===== src/pceo_pkg.sv =====
/*
  pceo_pkg: constants and carrier types for the privileged channel and
  exchange pointer instruction executor.
  assumes: 16-bit instruction parcels, 24-bit address operands,
  channels numbered 2 to 25.
*/
package pceo_pkg;
  // instruction field layout (one parcel)
  localparam int PARCEL_W   = 16;
  localparam int ADDR_W     = 24;
  localparam int GH_W       = 7;
  localparam int FLD_W      = 3;
  localparam int GH_LSB     = 9;
  localparam int I_LSB      = 6;
  localparam int J_LSB      = 3;
  localparam int K_LSB      = 0;
  // opcodes, combined g/h field
  localparam logic [GH_W-1:0]  OP_ERR_EXIT = 7'h00;
  localparam logic [GH_W-1:0]  OP_MONITOR  = 7'h01;
  // i field selects the monitor operation
  localparam logic [FLD_W-1:0] SUB_SET_CUR = 3'h0;
  localparam logic [FLD_W-1:0] SUB_SET_LIM = 3'h1;
  localparam logic [FLD_W-1:0] SUB_CHAN_FL = 3'h2;
  localparam logic [FLD_W-1:0] SUB_XPTR    = 3'h3;
  localparam logic [FLD_W-1:0] FLD_ZERO    = 3'h0;
  localparam logic [FLD_W-1:0] K_CLEAR_FL  = 3'h0;
  localparam logic [FLD_W-1:0] K_DEV_RESET = 3'h1;
  // channel numbering
  localparam int CH_W    = 5;
  localparam int CH_LO   = 2;
  localparam int CH_HI   = 25;
  localparam int CH_N    = CH_HI - CH_LO + 1;
  localparam logic [ADDR_W-1:0] CH_LO_V = 24'h000002;
  localparam logic [ADDR_W-1:0] CH_HI_V = 24'h000019;
  // special operand values and field spans
  localparam logic [ADDR_W-1:0] AK_ZERO_VAL = 24'h000001;
  localparam logic [ADDR_W-1:0] ADDR_ZERO   = 24'h000000;
  localparam logic [ADDR_W-1:0] PARCEL_STEP = 24'h000001;
  localparam int XP_W   = 8;
  localparam int XP_LSB = 12;
  localparam logic [XP_W-1:0] XP_RESET = 8'h00;

  // one decoded issue request
  typedef struct packed {
    logic              valid;
    logic [PARCEL_W-1:0] parcel;
    logic [ADDR_W-1:0] pa;     // parcel address of this instruction
    logic [ADDR_W-1:0] aj;     // (Aj)
    logic [ADDR_W-1:0] ak;     // (Ak)
  } pceo_issue_t;

  // exchange request toward the exchange sequencer
  typedef struct packed {
    logic              start;
    logic [XP_W-1:0]   ptr;
    logic [ADDR_W-1:0] save_pa;
  } pceo_xchg_t;
endpackage : pceo_pkg


===== src/pceo_exec.sv =====
/*
  pceo_exec: executes the error exit and the monitor-mode channel and
  exchange pointer instructions, and holds per-channel address state.
  assumes: one instruction offered per issue, operands already read;
  the pipeline reports when earlier results have landed; channel
  engines pulse a word strobe for each word moved.
*/
// Summary of operation
// - monitor ops act only in monitor mode
// - don't-care fields never affect execution
// - zero opcode: error, exchange, void buffers
// - error exit outside monitor sets flag
// - drain earlier results, then exchange via pointer
// - saved address is own parcel plus one
// - low nine operand bits of error exit ignored
// - start op loads current pointer, activates channel
// - transfer increments pointer, ends at limit
// - channel ops pass on j zero, bad channel
// - start op with k zero loads one
// - set-limit op loads channel limit pointer
// - set-limit with k zero loads one
// - clear op clears irq and error flags
// - reset op: master clear out, ready clear in
// - pointer op copies Aj bits 12..19
// - pointer op with j zero clears pointer
`timescale 1ns/1ps
module pceo_exec (
  // clock and reset
  input  wire logic                       ref_clk,
  input  wire logic                       nrst,
  // issue stage
  input  wire pceo_pkg::pceo_issue_t      issue,
  input  wire logic                       monitor_mode,
  input  wire logic                       results_drained,
  output logic                            issue_ready,
  // exchange mechanism
  output pceo_pkg::pceo_xchg_t            xchg,
  output logic                            ibuf_void,
  output logic                            err_exit_flag_set,
  output logic [pceo_pkg::XP_W-1:0]       exchange_block_pointer,
  // channels, bit n-2 is channel n
  input  wire logic [pceo_pkg::CH_N-1:0]  ch_is_output,
  input  wire logic [pceo_pkg::CH_N-1:0]  ch_word_strobe,
  input  wire logic [pceo_pkg::CH_N-1:0]  ch_irq_set,
  input  wire logic [pceo_pkg::CH_N-1:0]  ch_err_set,
  output logic [pceo_pkg::CH_N-1:0]       ch_active,
  output logic [pceo_pkg::CH_N-1:0]       ch_done,
  output logic [pceo_pkg::CH_N-1:0]       ch_irq_flag,
  output logic [pceo_pkg::CH_N-1:0]       ch_err_flag,
  output logic [pceo_pkg::CH_N-1:0]       device_master_reset_op,
  output logic [pceo_pkg::CH_N-1:0]       ch_ready_clear,
  output logic [pceo_pkg::CH_N*pceo_pkg::ADDR_W-1:0]
                                          channel_current_word_pointer,
  output logic [pceo_pkg::CH_N*pceo_pkg::ADDR_W-1:0]
                                          channel_limit_pointer
);
  import pceo_pkg::*;

  typedef enum logic [1:0] {
    PCEO_IDLE,
    PCEO_DRAIN,
    PCEO_XCHG
  } pceo_state_t;

  //////////////////////////////////////////////////////////////////////
  // field decode; only the fields each op names are looked at
  logic [GH_W-1:0]  f_gh;
  logic [FLD_W-1:0] f_i;
  logic [FLD_W-1:0] f_j;
  logic [FLD_W-1:0] f_k;
  logic             is_err;
  logic             is_mon;
  logic             ch_ok;
  logic [CH_W-1:0]  ch_idx;
  logic [ADDR_W-1:0] ak_val;
  logic [ADDR_W-1:0] ch_off;

  assign f_gh   = issue.parcel[GH_LSB +: GH_W];
  assign f_i    = issue.parcel[I_LSB +: FLD_W];
  assign f_j    = issue.parcel[J_LSB +: FLD_W];
  assign f_k    = issue.parcel[K_LSB +: FLD_W];
  // ijk of the error exit are never decoded
  assign is_err = issue.valid && (f_gh == OP_ERR_EXIT);
  // monitor ops vanish outside monitor mode
  assign is_mon = issue.valid && (f_gh == OP_MONITOR) && monitor_mode;
  // j zero or channel out of 2..25 makes the op a pass
  assign ch_ok  = (f_j != FLD_ZERO) && (issue.aj >= CH_LO_V)
                  && (issue.aj <= CH_HI_V);
  assign ch_off = issue.aj - CH_LO_V;
  assign ch_idx = ch_off[CH_W-1:0];
  // k zero supplies the constant one
  assign ak_val = (f_k == FLD_ZERO) ? AK_ZERO_VAL : issue.ak;

  //////////////////////////////////////////////////////////////////////
  // error exit sequencer state
  pceo_state_t       state;
  pceo_state_t       next_state;
  pceo_xchg_t        next_xchg;
  logic              next_ibuf_void;
  logic              next_err_flag;
  logic [ADDR_W-1:0] save_pa;
  logic [ADDR_W-1:0] next_save_pa;
  logic [XP_W-1:0]   next_xptr;

  // later instructions stall while an error exit is in flight
  assign issue_ready = (state == PCEO_IDLE);

  // error exit waits for earlier results before exchanging
  always_comb begin
    next_state     = state;
    next_save_pa   = save_pa;
    next_xchg      = '0;
    next_ibuf_void = 1'b0;
    next_err_flag  = 1'b0;
    next_xptr      = exchange_block_pointer;
    case (state)
      PCEO_IDLE: begin
        if (is_err) begin
          next_save_pa  = issue.pa + PARCEL_STEP;
          next_err_flag = !monitor_mode;
          next_state    = PCEO_DRAIN;
        end else if (is_mon && (f_i == SUB_XPTR)) begin
          if (f_j == FLD_ZERO) begin
            next_xptr = XP_RESET;
          end else begin
            next_xptr = issue.aj[XP_LSB +: XP_W];
          end
        end
      end
      PCEO_DRAIN: begin
        if (results_drained) begin
          next_state = PCEO_XCHG;
        end
      end
      PCEO_XCHG: begin
        // pointer is taken as it stands at exchange time
        next_xchg.start   = 1'b1;
        next_xchg.ptr     = exchange_block_pointer;
        next_xchg.save_pa = save_pa;
        next_ibuf_void    = 1'b1;
        next_state        = PCEO_IDLE;
      end
      default: begin
        next_state = PCEO_IDLE;
      end
    endcase
  end

  // sequencer registers
  always_ff @(posedge ref_clk or negedge nrst) begin
    if (!nrst) begin
      state                  <= PCEO_IDLE;
      save_pa                <= ADDR_ZERO;
      xchg                   <= '0;
      ibuf_void              <= 1'b0;
      err_exit_flag_set      <= 1'b0;
      exchange_block_pointer <= XP_RESET;
    end else begin
      state                  <= next_state;
      save_pa                <= next_save_pa;
      xchg                   <= next_xchg;
      ibuf_void              <= next_ibuf_void;
      err_exit_flag_set      <= next_err_flag;
      exchange_block_pointer <= next_xptr;
    end
  end

  //////////////////////////////////////////////////////////////////////
  // per-channel state; no order check on limit vs start
  logic [CH_N-1:0] sel;
  logic            op_cur;
  logic            op_lim;
  logic            op_clr;
  logic            op_rst;

  assign op_cur = is_mon && ch_ok && (f_i == SUB_SET_CUR);
  assign op_lim = is_mon && ch_ok && (f_i == SUB_SET_LIM);
  assign op_clr = is_mon && ch_ok && (f_i == SUB_CHAN_FL)
                  && (f_k == K_CLEAR_FL);
  assign op_rst = is_mon && ch_ok && (f_i == SUB_CHAN_FL)
                  && (f_k == K_DEV_RESET);

  genvar g;
  generate
    for (g = 0; g < CH_N; g++) begin : g_ch
      logic [ADDR_W-1:0] cur;
      logic [ADDR_W-1:0] lim;
      logic              act;
      logic              irq;
      logic              err;
      logic              done;
      logic              mrst;
      logic              rdyc;
      logic [ADDR_W-1:0] next_cur;
      logic [ADDR_W-1:0] next_lim;
      logic              next_act;
      logic              next_irq;
      logic              next_err;
      logic              next_done;
      logic              next_mrst;
      logic              next_rdyc;

      assign sel[g] = (ch_idx == CH_W'(g));

      // channel load, count and flag updates
      always_comb begin
        next_cur  = cur;
        next_lim  = lim;
        next_act  = act;
        next_done = 1'b0;
        next_mrst = 1'b0;
        next_rdyc = 1'b0;
        next_irq  = irq;
        next_err  = err;
        if (op_lim && sel[g]) begin
          next_lim = ak_val;
        end
        if (op_cur && sel[g]) begin
          next_cur = ak_val;
          next_act = 1'b1;
        end else if (act) begin
          // words run from start through limit minus one
          if (cur == lim) begin
            next_act  = 1'b0;
            next_done = 1'b1;
          end else if (ch_word_strobe[g]) begin
            next_cur = cur + PARCEL_STEP;
          end
        end
        if (op_clr && sel[g]) begin
          next_irq = 1'b0;
          next_err = 1'b0;
        end
        if (op_rst && sel[g]) begin
          next_mrst = ch_is_output[g];
          next_rdyc = !ch_is_output[g];
        end
        // a set arriving with the clear still wins
        if (ch_irq_set[g]) begin
          next_irq = 1'b1;
        end
        if (ch_err_set[g]) begin
          next_err = 1'b1;
        end
      end

      // channel registers
      always_ff @(posedge ref_clk or negedge nrst) begin
        if (!nrst) begin
          cur  <= ADDR_ZERO;
          lim  <= ADDR_ZERO;
          act  <= 1'b0;
          irq  <= 1'b0;
          err  <= 1'b0;
          done <= 1'b0;
          mrst <= 1'b0;
          rdyc <= 1'b0;
        end else begin
          cur  <= next_cur;
          lim  <= next_lim;
          act  <= next_act;
          irq  <= next_irq;
          err  <= next_err;
          done <= next_done;
          mrst <= next_mrst;
          rdyc <= next_rdyc;
        end
      end

      assign ch_active[g]              = act;
      assign ch_done[g]                = done;
      assign ch_irq_flag[g]            = irq;
      assign ch_err_flag[g]            = err;
      assign device_master_reset_op[g] = mrst;
      assign ch_ready_clear[g]         = rdyc;
      assign channel_current_word_pointer[g*ADDR_W +: ADDR_W] = cur;
      assign channel_limit_pointer[g*ADDR_W +: ADDR_W]        = lim;
    end
  endgenerate
endmodule : pceo_exec


===== config.mk =====
export PLATFORM = sky130hd
export DESIGN_NAME = pceo_exec
export DESIGN_NICKNAME = d
export VERILOG_FILES = /design/src/pceo_pkg.sv /design/src/pceo_exec.sv
export SDC_FILE = /design/constraint.sdc
export NUM_CORES = 2
export LEC_CHECK = 0
export BUFFER_PORTS_ARGS = -buffer_cell sky130_fd_sc_hd__buf_2
export CORE_AREA = 2 2 597 599
export CTS_CLUSTER_SIZE = 10
export DETAILED_ROUTE_END_ITERATION = 10
export DIE_AREA = 0 0 599 601
export PLACE_DENSITY_LB_ADDON = 0.15
export SLEW_MARGIN = 5
export SYNTH_ARGS = -nofsm -noshare
export SYNTH_HDL_FRONTEND = slang
export SYNTH_SLANG_ARGS = --single-unit

===== constraint.sdc =====
create_clock -name ref_clk -period 2.1 [get_ports ref_clk]
set_input_delay 0.105 -clock ref_clk [delete_from_list [all_inputs] [get_ports ref_clk]]
set_output_delay 0.105 -clock ref_clk [all_outputs]
set_load 0.02 [all_outputs]

==> flow_metrics.tcl <==
set metrics [dict create \
    core_um2 354000 \
    critPathMaxFanout 7 \
    ir_worst_vdd_mv 0.605 \
    startpoint_type "flop" \
    ios 1529 \
    start_util_pct 19.4 \
    slew_headroom_pct 7.30 \
    ys_types 66 \
    endpoint_kind "flop" \
    max_stage_delay_ns 0.49 \
    grt_usage_pct 25.1 \
    dr_total_vias 69400 \
    cp_num_cells 9 \
    rsz0062_at_grt "true" \
    drive_gt1_share_pct 36.0 \
    fin_nets 10500 \
    synth.top_cell.area_share_pct 49.8 \
    finalClockSkew_ns 0.0505 \
    die_x_um 599 \
    clkLatencyLatePin_ns 0.90 \
    fmax_mhz 431 \
    worstReg2RegEnd "g_ch[13].cur[7]" \
    path_delay_family "simple AND/OR/NAND/NOR gates" \
    grt_pass1_vias 68400 \
    antenna_found_initial 117 \
    yosys_register_bits 1364 \
    cp.required_ns 2.86 \
    multiInputGateArea_um2 34200 \
    syn_to_final_growth_pct 53.7 \
    firstDrtPassIters 6 \
    numClockSinks 1364 \
    power_density_nw_per_um2 681 \
    maxCapViolations 0 \
    p_leak_nw 51.7 \
    critPathSlowestCell "dfrtp_2" \
    syn_area_per_cell_um2 9.26 \
    drt_wl_total_mm 469 \
    fin_crit_sh_pct 111 \
    startpoint "g_ch[13].lim[13]" \
    postRouteAntennaNets 0 \
    seq_area_frac_synth_pct 49.8 \
    dp_hpwl_mm 356 \
    grt_pass1_wl_mm 618 \
    rrSetupSlack_ns -0.22 \
    setup_viol 146 \
    ys.warnings.count 0 \
    fillers 37800 \
    violations "negative setup slack" \
    crit_chain "xor2_1, nor4_1, nand4_1, nor3_4, buf_6, buf_12, nand4b_1, xor2_1, a21oi_1" \
    vias_per_cell 4.57 \
    path_class "reg2reg" \
    wire_per_inst_um 30.9 \
    crit_path_frequent_cell "xor2_1" \
    syn_inst 7397 \
    rows 219 \
    synth-main-ff-cell "dfrtp_1" \
    worst_r2r_path_depth 9 \
    clk_root_buffer_cell "clkbuf_16" \
    finish.utilization_pct 29.7 \
    hold_viol_final 0 \
    yosys.area.top_type "dfrtp_1" \
    synth_area_um2 68500 \
    cts_buffers 189 \
    htree_levels 4 \
    endpoint "g_ch[13].cur[7]" \
    drt_iter0_drc 5472 \
    status "complete, but fails checks" \
    port_buffers 1528 \
    dieArea_um2 360000 \
    synth_edf_count 0 \
    timing.rr.start "g_ch[13].lim[13]" \
    cts_tree "yes" \
    hold_path_class "in2reg" \
    async_reset_ff_share_pct 100 \
    final.min_clock_period_ns 2.32 \
    synth_nets 7612 \
    cts.path.max_buffers 4 \
    fin_hold_ws_ns 0.0861 \
    drv_slew 0 \
    place_ws_ns -1.05 \
    clk_pin_slew_worst_paths_ns 0.06 \
    grt_overflow 0 \
    synth.area.top_cells "dfrtp_1 50%, xnor2_1 8.1%, xor2_1 6.5%" \
    grt_max_degree 97 \
    power_w 0.0717 \
    route.detailed.drc 0 \
    tightest_slew_ns 1.39 \
    arrival_ns 3.08 \
    fin_ws_ns -0.222 \
    die_height_um 601 \
    cp_num_buf_inv 2 \
    gp_congestion 0.910 \
    seqCellArea_um2 34200 \
]
==> worst min path at each step <==
stage / cells past startpoint / from / to
3_3_place_gp: 1 / nrst / g_ch[5].cur[8]
5_1_grt: 3 / ch_is_output[14] / g_ch[14].rdyc
3_5_place_dp: 1 / nrst / g_ch[5].cur[8]
4_1_cts: 3 / ch_is_output[6] / g_ch[6].mrst
2_1_floorplan: 0 / nrst / err_exit_flag_set
6_report: 3 / ch_is_output[8] / g_ch[8].rdyc
==> routing by layer <==
metal	share of wire, %	vias up	GRT usage [%]
met5	0.035	-	0
met3	6.8	775	5.16
met2	48	2794	42.7
li1	-	30900	-
met1	39	34900	30.1
met4	5.5	24	11.8
==> registers in the layout, indices dropped and copies added (netlist names), 8 cells and up <==
register / flops
g_ch.lim: 576
g_ch.cur: 576
xchg: 32
g_ch.done: 24
exchange_block_pointer: 8
g_ch.irq: 24
g_ch.act: 24
g_ch.mrst: 24
save_pa: 24
g_ch.err: 24
g_ch.rdyc: 24
==> layout make-up <==
class | count | share of cell area (%)
sequential | 1364 | 32.5
multi-input combinational | 5406 | 32.5
timing repair buffer | 3234 | 23.2
tap | 4751 | 5.65
clock buffer | 280 | 5.27
clock inverter | 46 | 0.626
inverter | 53 | 0.189
antenna | 50 | 0.119
==> cell usage in the layout (no fill, tap or decap), types with 35 or more instances in the layout <==
cell type and n:
xnor2_1 598, diode_2 50, xnor2_2 35, nand4_1 214, dlygate4sd3_1 274, clkbuf_16 202, nand3_1 205, nor4_1 110
nor2_1 662, a21oi_1 526, nor4_4 37, nand2_1 930, nor3_1 108, nor4_2 56, xor2_1 496, dfrtp_1 1292
inv_1 53, buf_12 224, buf_6 44, buf_4 1146, clkbuf_1 47, a21o_1 49, and3_1 148, mux2i_1 48
and2_1 57, dfrtp_2 72, o21ai_0 640, buf_2 1528, nor3b_1 37, clkbuf_8 41
==> synthesized netlist by cell type (155+ instances only) <==
master / count
o21ai_0: 644
dfrtp_1: 1364
nand4_1: 214
nor3_1: 155
clkbuf_1: 317
nor2_1: 706
nand3_1: 220
xor2_1: 507
nor4_1: 201
xnor2_1: 634
and3_1: 155
a21oi_1: 540
nand2_1: 978
==> tightest hold or removal path, cell delays in order <==
cell and delay [ns]:
dlygate4sd3_1 0.52, buf_2 0.22, nor3_1 0.08
==> cell families (layout without fill, tap and decap cells) <==
| kind of cell | after synthesis | after routing | share of synthesized area [%] |
|---|---|---|---|
| AND/OR/NAND/NOR | 2911 | 2914 | 20.3 |
| other | 0 | 50 | 0 |
| adder cells (fa/ha/maj) | 26 | 26 | 0.475 |
| multiplexers | 49 | 49 | 0.718 |
| AO/OA/AOI/OAI | 1276 | 1276 | 9.66 |
| XOR/XNOR | 1141 | 1141 | 14.6 |
| buffers and inverters | 630 | 3613 | 4.45 |
| flip-flops | 1364 | 1364 | 49.8 |
==> power breakdown <==
part	internal [W]	switching, W
sequential	0.0269	0.000687
clock	0.0196	0.0140
combinational	0.00383	0.00680
total	0.0503	0.0214
==> stage by stage <==
step                      area, um2  instances  setup TNS, ns
after floorplan               68600       7397         -0.169
after global placement        92300      14400        -686.80
after detailed placement      92300      14400        -673.99
after CTS                    103000      15100          -6.14
after global routing         105000      15100         -30.29
final                        105000      15200          -7.91
==> what timing repair did <==
action / CTS / global route
endpoints found under the hold margin: 2588 / 0
hold buffers: 275 / 0
pin swaps: 156 / 330
gates resized for setup: 189 / 370
gates cloned: 9 / 18
buffers inserted: 26 / 67
setup endpoints to repair: 361 / 522
Power figures use the tool's default switching activity.
